[src/verilog/pio_params.svh]
// Constants for the programmed-I/O peripheral port.
// Assumes a 40 MHz system clock; included by the package and the port.
`ifndef PIO_PARAMS_SVH
`define PIO_PARAMS_SVH

// System clock period and receiver settling time, in ns
`define PIO_CLK_NS      25
`define PIO_SETTLE_NS   200
// Least time rounds up to whole cycles
`define PIO_SETTLE_CYC  ((`PIO_SETTLE_NS + `PIO_CLK_NS - 1) / `PIO_CLK_NS)

// Bus word width and device code field inside the code lines
`define PIO_WORD_W      12
`define PIO_CODE_LSB    3
`define PIO_CODE_W      6

// Positions of the pins inside the synchroniser vector
`define PIO_SV_CODE     0
`define PIO_SV_ACC      12
`define PIO_SV_P1       24
`define PIO_SV_P2       25
`define PIO_SV_P4       26
`define PIO_SV_TS1      27
`define PIO_SV_TS3      28
`define PIO_SV_INIT     29
`define PIO_SV_W        30

// Reset values
`define PIO_WORD_RST    12'h000
`define PIO_CNT_RST     4'h0

`endif

[src/verilog/pio_pkg.sv]
// Types shared by the programmed-I/O peripheral port.
// Assumes pio_params.svh is on the include path.
`include "pio_params.svh"
`default_nettype none
package pio_pkg;
  typedef logic [`PIO_WORD_W-1:0] pio_word_t;
  typedef logic [`PIO_CODE_W-1:0] pio_code_t;
  typedef logic [`PIO_SV_W-1:0]   pio_sync_t;
  typedef logic [3:0]             pio_cnt_t;
  // Transfer sequencer states, one-hot
  typedef enum logic [3:0] {
    PIO_IDLE   = 4'h1,
    PIO_SETTLE = 4'h2,
    PIO_READY  = 4'h4,
    PIO_DRIVE  = 4'h8
  } pio_state_t;
endpackage
`default_nettype wire

[src/verilog/pio_periph.sv]
// Peripheral end of a programmed-I/O expansion bus: device select,
// flag with skip and interrupt, gated pulses, receivers and drivers.
// Assumes bus pins are asynchronous to mclk_in; user side is synchronous.
`include "pio_params.svh"
`default_nettype none
module pio_periph (
  input  wire logic             mclk_in,
  input  wire logic             rst_n_in,
  input  wire logic             initialize_in,
  input  wire pio_pkg::pio_word_t device_code_lines_in,
  input  wire pio_pkg::pio_word_t accumulator_output_lines_in,
  input  wire logic             io_pulse_one_in,
  input  wire logic             io_pulse_two_in,
  input  wire logic             io_pulse_four_in,
  input  wire logic             time_state_first_in,
  input  wire logic             time_state_third_in,
  input  wire logic             neg_levels_in,
  input  wire pio_pkg::pio_code_t dev_code_cfg_in,
  input  wire logic             select_enable_in,
  input  wire logic             dir_input_in,
  input  wire logic             jam_mode_in,
  input  wire pio_pkg::pio_word_t in_data_in,
  input  wire logic             op_done_in,
  output logic                  skip_out,
  output logic                  int_req_out,
  output pio_pkg::pio_word_t    accumulator_input_lines_out,
  output logic                  jam_transfer_request_out,
  output logic                  device_selected_out,
  output pio_pkg::pio_word_t    rx_data_out,
  output logic                  io_pulse_one_out,
  output logic                  io_pulse_two_out,
  output logic                  io_pulse_four_out,
  output pio_pkg::pio_word_t    out_data_out,
  output logic                  out_strobe_out,
  output logic                  op_start_out,
  output logic                  flag_out
);
  import pio_pkg::*;

  localparam pio_cnt_t SETTLE_LAST = pio_cnt_t'(`PIO_SETTLE_CYC - 1);

  // A bit counts as changed only once stages two and three agree
  function automatic pio_sync_t agree(input pio_sync_t a,
                                      input pio_sync_t b,
                                      input pio_sync_t old);
    agree = (a & ~(a ^ b)) | (old & (a ^ b));
  endfunction

  // Pin vector; negative-level bus is inverted before sampling
  pio_sync_t pin_raw;
  assign pin_raw = {initialize_in, time_state_third_in,
                    time_state_first_in, io_pulse_four_in,
                    io_pulse_two_in, io_pulse_one_in,
                    accumulator_output_lines_in, device_code_lines_in}
                   ^ {`PIO_SV_W{neg_levels_in}};

  // Three-stage synchroniser with agreement filter
  pio_sync_t s1_q, s2_q, s3_q, filt_q, prev_q;
  pio_sync_t s1_d, s2_d, s3_d, filt_d, prev_d;
  always_comb begin
    s1_d   = pin_raw;
    s2_d   = s1_q;
    s3_d   = s2_q;
    filt_d = agree(s2_q, s3_q, filt_q);
    prev_d = filt_q;
  end
  always_ff @(posedge mclk_in) begin
    if (!rst_n_in) begin
      s1_q   <= '0;
      s2_q   <= '0;
      s3_q   <= '0;
      filt_q <= '0;
      prev_q <= '0;
    end else begin
      s1_q   <= s1_d;
      s2_q   <= s2_d;
      s3_q   <= s3_d;
      filt_q <= filt_d;
      prev_q <= prev_d;
    end
  end

  // Filtered levels and rising edges of the bus controls
  logic      init_lvl, p1_lvl, p2_edge, p4_lvl, p4_edge;
  logic      ts1_edge, ts3_edge;
  pio_code_t code_fld;
  pio_word_t acc_fld;
  assign init_lvl = filt_q[`PIO_SV_INIT];
  assign p1_lvl   = filt_q[`PIO_SV_P1];
  assign p2_edge  = filt_q[`PIO_SV_P2] & ~prev_q[`PIO_SV_P2];
  assign p4_lvl   = filt_q[`PIO_SV_P4];
  assign p4_edge  = p4_lvl & ~prev_q[`PIO_SV_P4];
  assign ts1_edge = filt_q[`PIO_SV_TS1] & ~prev_q[`PIO_SV_TS1];
  assign ts3_edge = filt_q[`PIO_SV_TS3] & ~prev_q[`PIO_SV_TS3];
  assign code_fld = filt_q[`PIO_SV_CODE + `PIO_CODE_LSB +: `PIO_CODE_W];
  assign acc_fld  = filt_q[`PIO_SV_ACC +: `PIO_WORD_W];

  // Device decode and pulse gating
  logic sel_q, g1_q, g2_q, g4_q;
  logic sel_d, g1_d, g2_d, g4_d;
  always_comb begin
    // Complement-pair wiring reduces to an equality on the code field
    sel_d = (code_fld == dev_code_cfg_in) & select_enable_in
            & ~init_lvl;
    g1_d  = sel_q & p1_lvl;
    g2_d  = sel_q & filt_q[`PIO_SV_P2];
    g4_d  = sel_q & p4_lvl;
  end
  always_ff @(posedge mclk_in) begin
    if (!rst_n_in) begin
      sel_q <= 1'b0;
      g1_q  <= 1'b0;
      g2_q  <= 1'b0;
      g4_q  <= 1'b0;
    end else begin
      sel_q <= sel_d;
      g1_q  <= g1_d;
      g2_q  <= g2_d;
      g4_q  <= g4_d;
    end
  end

  // Device flag, skip, interrupt and operation start
  logic flag_q, skip_q, int_q, pend_q, start_q;
  logic flag_d, skip_d, int_d, pend_d, start_d;
  always_comb begin
    // Completion wins over a clear in the same cycle
    flag_d  = op_done_in | (flag_q & ~(sel_q & p2_edge));
    skip_d  = (sel_q & p1_lvl & flag_q) ^ neg_levels_in;
    int_d   = flag_q ^ neg_levels_in;
    // Start waits for the first time state to stay in step
    pend_d  = (pend_q & ~ts1_edge) | (sel_q & p2_edge);
    start_d = pend_q & ts1_edge;
    if (init_lvl) begin
      flag_d  = 1'b0;
      skip_d  = neg_levels_in;
      int_d   = neg_levels_in;
      pend_d  = 1'b0;
      start_d = 1'b0;
    end
  end
  always_ff @(posedge mclk_in) begin
    if (!rst_n_in) begin
      flag_q  <= 1'b0;
      skip_q  <= 1'b0;
      int_q   <= 1'b0;
      pend_q  <= 1'b0;
      start_q <= 1'b0;
    end else begin
      flag_q  <= flag_d;
      skip_q  <= skip_d;
      int_q   <= int_d;
      pend_q  <= pend_d;
      start_q <= start_d;
    end
  end

  // Transfer sequencer: settle receivers, then move data on pulse four
  pio_state_t st_q, st_d;
  pio_cnt_t   cnt_q, cnt_d;
  pio_word_t  rx_q, rx_d, out_q, out_d, acc_in_q, acc_in_d;
  logic       strobe_q, strobe_d, jam_q, jam_d;
  always_comb begin
    st_d     = st_q;
    cnt_d    = cnt_q;
    out_d    = out_q;
    strobe_d = 1'b0;
    acc_in_d = {`PIO_WORD_W{neg_levels_in}};
    jam_d    = neg_levels_in;
    // Receivers pass data only with the select as enable
    rx_d     = acc_fld & {`PIO_WORD_W{sel_q}};
    case (st_q)
      PIO_IDLE: begin
        cnt_d = `PIO_CNT_RST;
        if (sel_q) begin
          st_d = PIO_SETTLE;
        end
      end
      PIO_SETTLE: begin
        // Receiver outputs are not trusted until settled
        cnt_d = cnt_q + 4'h1;
        if (cnt_q == SETTLE_LAST) begin
          st_d = PIO_READY;
        end
      end
      PIO_READY: begin
        if (p4_edge && dir_input_in) begin
          st_d = PIO_DRIVE;
        end else if (p4_edge) begin
          out_d    = rx_q;
          strobe_d = 1'b1;
        end
      end
      PIO_DRIVE: begin
        // Drive for the pulse; the third time state ends it at worst
        acc_in_d = in_data_in ^ {`PIO_WORD_W{neg_levels_in}};
        jam_d    = jam_mode_in ^ neg_levels_in;
        if (!p4_lvl || ts3_edge) begin
          st_d     = PIO_READY;
          acc_in_d = {`PIO_WORD_W{neg_levels_in}};
          jam_d    = neg_levels_in;
        end
      end
      default: begin
        st_d = PIO_IDLE;
      end
    endcase
    // Losing select abandons any transfer at once, except an output load on a pulse-four edge in that same cycle
    if (!sel_q) begin
      st_d     = PIO_IDLE;
      acc_in_d = {`PIO_WORD_W{neg_levels_in}};
      jam_d    = neg_levels_in;
    end
    if (init_lvl) begin
      st_d     = PIO_IDLE;
      cnt_d    = `PIO_CNT_RST;
      out_d    = `PIO_WORD_RST;
      strobe_d = 1'b0;
    end
  end
  always_ff @(posedge mclk_in) begin
    if (!rst_n_in) begin
      st_q     <= PIO_IDLE;
      cnt_q    <= `PIO_CNT_RST;
      rx_q     <= `PIO_WORD_RST;
      out_q    <= `PIO_WORD_RST;
      strobe_q <= 1'b0;
      acc_in_q <= `PIO_WORD_RST;
      jam_q    <= 1'b0;
    end else begin
      st_q     <= st_d;
      cnt_q    <= cnt_d;
      rx_q     <= rx_d;
      out_q    <= out_d;
      strobe_q <= strobe_d;
      acc_in_q <= acc_in_d;
      jam_q    <= jam_d;
    end
  end

  // Outputs, all straight from flip-flops
  assign skip_out                    = skip_q;
  assign int_req_out                 = int_q;
  assign accumulator_input_lines_out = acc_in_q;
  assign jam_transfer_request_out    = jam_q;
  assign device_selected_out         = sel_q;
  assign rx_data_out                 = rx_q;
  assign io_pulse_one_out            = g1_q;
  assign io_pulse_two_out            = g2_q;
  assign io_pulse_four_out           = g4_q;
  assign out_data_out                = out_q;
  assign out_strobe_out              = strobe_q;
  assign op_start_out                = start_q;
  assign flag_out                    = flag_q;
endmodule
`default_nettype wire

[config.mk]
export PLATFORM = sky130hd
export DESIGN_NAME = pio_periph
export DESIGN_NICKNAME = d
export VERILOG_FILES = /design/src/verilog/pio_pkg.sv /design/src/verilog/pio_periph.sv
export VERILOG_INCLUDE_DIRS = /design/src /design/src/verilog
export SDC_FILE = /design/constraint.sdc
export NUM_CORES = 1
export LEC_CHECK = 0
export CORE_MARGIN = 3
export CORE_UTILIZATION = 44
export DETAILED_ROUTE_END_ITERATION = 8
export DONT_BUFFER_PORTS = 1
export GPL_ROUTABILITY_DRIVEN = 0
export PLACE_DENSITY = 0.59
export RECOVER_POWER = 50
export SLEW_MARGIN = 30
export SYNTH_ARGS = -nofsm -noshare
export SYNTH_HDL_FRONTEND = slang
export SYNTH_SLANG_ARGS = --single-unit
export TNS_END_PERCENT = 5
[constraint.sdc]
create_clock -name mclk_in -period 2.55 [get_ports mclk_in]
set_input_delay 0.51 -clock mclk_in [delete_from_list [all_inputs] [get_ports mclk_in]]
set_output_delay 0.51 -clock mclk_in [all_outputs]
set_load 0.01 [all_outputs]
==> flow_summary.ini, run 1 <==
[worst_setup_path]
worstSetupPathDepth = 1
r2r-start = st_q[2]$_SDFFE_PP0P_
critPathRequiredTime_ps = 2040
cp_slowest_stage_delay_ps = 720
r2r_cells = 3
crit_end = device_selected_out
crit_path_start_kind = register
cp_max_fo = 20
path_delay_family = buffers and inverters
slowest_stage = clkbuf_1
endpoint_kind = output pin
path_buf_inv = 1
critical_path_class = reg2out
r2r_end = st_q[3]$_SDFFE_PP0P_
crit_path_cell_trace = clkbuf_1
worstSetupStartpoint = device_selected_out$_SDFF_PN0_
ff2ff_setup_slack_ps = 820
crit_arrival_ps = 1450

[cells_and_area]
num_antenna_cells = 0
fin_nets = 548
register_area_mm2 = 0.00310
drive_gt1_share_pct = 7.94
fillers = 1069
multi_input_area_mm2 = 0.00202
area_growth_pct = 14.7

[floorplanning]
core_area_mm2 = 0.0115
fp-row-count = 39
start_util_pct = 45.5
die-area_mm2 = 0.0133
die_h_um = 115
die_x_um = 115
io_pins = 101

[timing]
max_freq_mhz = 511
worstMarginPinSlew_ps = 957
fin_skew_ps = 15.2
fin_crit_sh_pct = 76.7
rsz0062_at_grt = no
setup_ws_ps = 594
fin_crit_ps = 1960
setup_violations = 0
hold_viol = 0
fin_tns_setup_ps = 0
slew_viol_final = 0
relSlewSlack_pct = 36.2

[cts]
numCtsBuffers = 17
clock_path_buffers = 2
htreeDepth = 4
post_cts_buffers = 0
clkTransAtPathRegs_ps = 60
cts_tree = built
insertion_delay_ps = 410
clk_root_buffer_cell = clkbuf_16
clkSinkCount = 155
hold_buffers = 0
cts_resized = 0

[outcome]
status = completed

[global_routing]
grt_pass1_wl_um = 15100
antenna_found_initial = 0
grt_max_degree = 122
grt_overflow = 0
grt_use_total_pct = 14.5
grt_pass1_vias = 3085

[logic_synthesis]
yosysUniqueCellTypes = 37
synth_top_area_cell = dfxtp_1
synth_most_common_cell = dfxtp_1
synth_edf_count = 0
yosysTopAreaCellShare_pct = 59.2
postSynth.asyncResetShare_pct = 0
syn_nets = 556
postSynthCellCount = 500
ys_seq_area_share_pct = 59.2
netlist_top_cells_area = dfxtp_1 (59%), and2_1 (9.4%), xor2_1 (5.0%), o21ai_0 (3.6%), a21boi_0 (3.4%)
synth_common_cells = dfxtp_1 (155), and2_1 (79), o21ai_0 (38)
netlist_area_mm2 = 0.00524
synth_area_per_cell_um2 = 10.5
ys_seq_elements = 155
synth_ff_type = dfxtp_1
ys_warn_count = 0

[power_and_ir_drop]
switchingPower_mw = 1.01
sw_frac_of_total_pct = 18.4
combPwrFrac_pct = 1.8
p_seq_share_pct = 46.1
p_clk_share_pct = 52.1
internal-power_mw = 4.49
p_leak_nw = 2.33
p_per_area_mw_per_mm2 = 915
vdd_ir_drop_max_uv = 393

[hold_path]
hold_path.class = in2reg

[route]
via_per_inst = 5.04
via_count = 3260
drt-total-wl_um = 9260
drt_iter0_markers = 263
drtPass1Iterations = 4
drt-wirelength-per-cell_um = 14.3
postRouteAntennaNets = 0
drc = 0

[placed_design]
pre_cts_ws_ps = 841
port_buffers = 0
dp_hpwl_um = 6080

[job]
cap_violations = 0
area by class of cell:
class                           instances  share of cell area [%]
Clock buffer                           19                    7.20
Multi-Input combinational cell        312                    33.6
Timing Repair Buffer                    4                   0.437
Inverter                                2                   0.125
Clock inverter                         12                    4.06
Tap cell                              143                    2.98
Sequential cell                       155                    51.6
worst register-to-register path: stages, from the launching register on:
cell     delay (ps)
dfxtp_1         440
or4b_1          710
or2_2           380
a21oi_1         130
cell usage in the layout (no fill, tap or decap), types with 3 or more instances in the layout:
cell | synthesis | final
dfxtp_1 | 155 | 155
and2_0 | 0 | 42
o21ai_0 | 38 | 38
and2_1 | 79 | 37
xor2_1 | 30 | 30
nand2_1 | 27 | 27
a21boi_0 | 24 | 24
a21oi_1 | 18 | 18
clkbuf_16 | 0 | 17
nand3_1 | 16 | 16
and3_1 | 16 | 16
mux2i_1 | 14 | 14
nand4_1 | 13 | 13
bufinv_16 | 0 | 7
nand2b_1 | 5 | 5
nor4b_2 | 1 | 3
clkbuf_1 | 25 | 3
buf_4 | 0 | 3
power groups by stage:
stage / combinational (mW) / sequential, mW / clock, mW
6_report: 0.101 / 2.54 / 2.86
4_1_cts: 0.106 / 2.54 / 2.93
5_1_grt: 0.115 / 2.55 / 3.03
3_3_place_gp: 0.102 / 2.59 / 0
2_1_floorplan: 0.117 / 2.58 / 0
3_5_place_dp: 0.105 / 2.59 / 0
worst min-delay path by stage:
stage	start	endpoint	slack [ps]	cells past startpoint
4_1_cts	rst_n_in	s1_q[7]$_SDFF_PN0_	210	1
3_3_place_gp	prev_q[27]$_SDFF_PN0_	op_start_out$_SDFF_PP0_	400	1
5_1_grt	rst_n_in	s1_q[7]$_SDFF_PN0_	210	1
3_5_place_dp	s1_q[29]$_SDFF_PN0_	s2_q[29]$_SDFF_PN0_	420	1
2_1_floorplan	prev_q[27]$_SDFF_PN0_	op_start_out$_SDFF_PP0_	390	1
6_report	rst_n_in	s3_q[26]$_SDFF_PN0_	240	1
stage by stage:
| stage | total power, mW | hold slack, ps | util [%] | area, µm² | std cells |
|---|---|---|---|---|---|
| 2_1_floorplan | 2.70 | 393 | - | 5240 | 500 |
| 5_1_grt | 5.69 | 213 | 52.2 | 6010 | 647 |
| 4_1_cts | 5.57 | 209 | 52.2 | 6010 | 647 |
| 3_3_place_gp | 2.69 | 402 | 46.3 | 5330 | 616 |
| 6_report | 5.50 | 240 | 52.2 | 6010 | 647 |
| 3_5_place_dp | 2.70 | 419 | 46.3 | 5330 | 616 |
routing by layer:
layer  global-route usage [%]  up-vias  routed length [µm]
met2                     21.2       84                4000
met3                     4.89        9                 541
li1                         -     1663                   -
met4                     6.57        0                 121
met5                        0        -                   0
met1                     19.4     1504                4600
kinds of logic (layout without fill, tap and decap cells):
family / after synthesis / after routing / synth area share [%]
xor+xnor: 32 / 32 / 5.35
simple gates: 179 / 179 / 20.3
fa+ha+maj: 1 / 1 / 0.239
flops: 155 / 155 / 59.2
buf+inv: 33 / 37 / 2.51
mux: 14 / 14 / 2.67
compound gates: 86 / 86 / 9.69
No activity file was read; power rests on OpenSTA's default activity.
==> inputs of run 2 (changes only) <==
==> constraint.sdc (replaced) <==
create_clock -name mclk_in -period 1.98 [get_ports mclk_in]
set_input_delay 0.396 -clock mclk_in [delete_from_list [all_inputs] [get_ports mclk_in]]
set_output_delay 0.396 -clock mclk_in [all_outputs]
set_load 0.01 [all_outputs]
==> run 2 against run 1 <==
  * Sequential power rose by 29%
  * Critical path depth rose by 2
  * Global-route usage rose by 0.25 points
  * Via count fell by 1.7%
  * Wire length fell by 2.6%
  * Final cell count rose by 0.46%
  * Final area fell by 0.15%
  * Clock power rose by 22%
  * First-iteration DRC count fell by 14%
  * Largest power group unchanged
  * Sequential share of layout area rose by 0.075 points
  * Flip-flop and latch count did not move
  * Clock skew fell by 3.2 ps
==> flow_summary.ini, run 2 (synthesis gave the netlist of run 1 again) <==
[placed_design]
port_buffers = 0
dp_hpwl_um = 5970

[worst_setup_path]
crit_path_cell_trace = or4b_1 > or3_1 > a21oi_2
crit_arrival_ps = 2020
crit_path_start_kind = register
endpoint_kind = register
slowest_stage = or4b_1
cp_slowest_stage_delay_ps = 660
r2r_cells = 3
critPathRequiredTime_ps = 2320
cp_max_fo = 7
critical_path_class = reg2reg

[floorplanning]
start_util_pct = 45.5
die-area_mm2 = 0.0133
die_x_um = 115
die_h_um = 115
fp-row-count = 39
io_pins = 101
core_area_mm2 = 0.0115

[cts]
numCtsBuffers = 17
cts_resized = 0
htreeDepth = 4
cts_tree = built
hold_buffers = 0
clkSinkCount = 155
post_cts_buffers = 0
clock_path_buffers = 2
clk_root_buffer_cell = clkbuf_16
insertion_delay_ps = 410
clkTransAtPathRegs_ps = 60

[global_routing]
grt_pass1_wl_um = 15300
antenna_found_initial = 0
grt_pass1_vias = 3050
grt_overflow = 0
grt_max_degree = 122
grt_use_total_pct = 14.7

[route]
drt-total-wl_um = 9020
drt_iter0_markers = 225
postRouteAntennaNets = 0
drc = 0
via_count = 3203
via_per_inst = 4.93
drt-wirelength-per-cell_um = 13.9
drtPass1Iterations = 4

[power_and_ir_drop]
p_leak_nw = 2.33
sw_frac_of_total_pct = 19.6
finalPower_mw = 6.90
p_seq_share_pct = 47.4
switchingPower_mw = 1.35
p_per_area_mw_per_mm2 = 1150
p_clk_share_pct = 50.7
combPwrFrac_pct = 1.9
internal-power_mw = 5.54
vdd_ir_drop_max_uv = 448

[timing]
worstMarginPinSlew_ps = 501
setup_violations = 0
max_freq_mhz = 598
hold_viol = 0
relSlewSlack_pct = 66.6
fin_tns_setup_ps = 0
rsz0062_at_grt = no
timing.hold.ws_ps = 111
fin_crit_ps = 1670
fin_crit_sh_pct = 84.5
slew_viol_final = 0
fin_skew_ps = 12.0

[outcome]
status = completed

[hold_path]
hold_path.class = in2reg
hold_path_depth = 2

[cells_and_area]
layout_commonest_cell = dfxtp_1
most-common-layout-cells = dfxtp_1 (155), and2_1 (44), o21ai_0 (38)
fillers = 1047
area_growth_pct = 14.5
fin_nets = 550
num_antenna_cells = 0
drive_gt1_share_pct = 8.88

[job]
cap_violations = 0
==> run 2: changes by cell type in the layout (fill, tap and decap cells not counted), sizes merged <==
cell,change
buf,+3
bufinv,-2
clkbuf,-2
clkinv,+2
clkinvlp,+2
==> run 2: final cells by class <==
class / instances / area, µm² / area share (%)
Multi-Input combinational cell: 312 / 2020 / 33.6
Tap cell: 143 / 179 / 2.98
Inverter: 2 / 7.51 / 0.125
Timing Repair Buffer: 6 / 45.0 / 0.750
Clock inverter: 14 / 220 / 3.67
Sequential cell: 155 / 3100 / 51.7
Clock buffer: 18 / 429 / 7.15
==> run 2: final timing paths <==
| kind | startpoint | to | slack (ps) |
|---|---|---|---|
| worst max-delay path | st_q[0]$_SDFFE_PP1P_ | cnt_q[3]$_SDFFE_PP0P_ | 310 |
| worst min-delay path | op_done_in | flag_out$_SDFF_PP0_ | 110 |
| worst max register to register | st_q[0]$_SDFFE_PP1P_ | cnt_q[3]$_SDFFE_PP0P_ | 310 |
| worst min register to register | prev_q[27]$_SDFF_PN0_ | op_start_out$_SDFF_PP0_ | 420 |
==> run 2: through the flow <==
stage / setup slack [ps] / cells / util, % / area, µm²
floorplan: 462 / 500 / - / 5240
global placement: 401 / 618 / 46.4 / 5350
detailed placement: 359 / 618 / 46.4 / 5350
CTS: 333 / 650 / 52.1 / 6000
global route: 229 / 650 / 52.1 / 6000
finish: 307 / 650 / 52.1 / 6000
==> run 2: metal layers <==
layer	part of all wire, %	global-route usage, %	routed length (µm)	vias to the layer above
met1	49	20.4	4390	1430
met3	6.6	5.37	591	12
met5	0	0	0	-
met2	43	20.3	3900	91
li1	-	-	-	1670
met4	1.5	6.96	137	0
==> run 2: power groups by stage <==
| stage | clock, mW | sequential (mW) | combinational, mW |
|---|---|---|---|
| 6_report | 3.50 | 3.27 | 0.129 |
| 3_3_place_gp | 0 | 3.34 | 0.133 |
| 4_1_cts | 3.56 | 3.27 | 0.136 |
| 3_5_place_dp | 0 | 3.34 | 0.135 |
| 2_1_floorplan | 0 | 3.32 | 0.150 |
| 5_1_grt | 3.73 | 3.28 | 0.151 |
==> run 2: critical path: cells and delay by family (launching register included) <==
family	cells	cell delay (ps)
AND/OR/NAND/NOR	2	1080
AO/OA/AOI/OAI	1	140
flip-flops	1	380
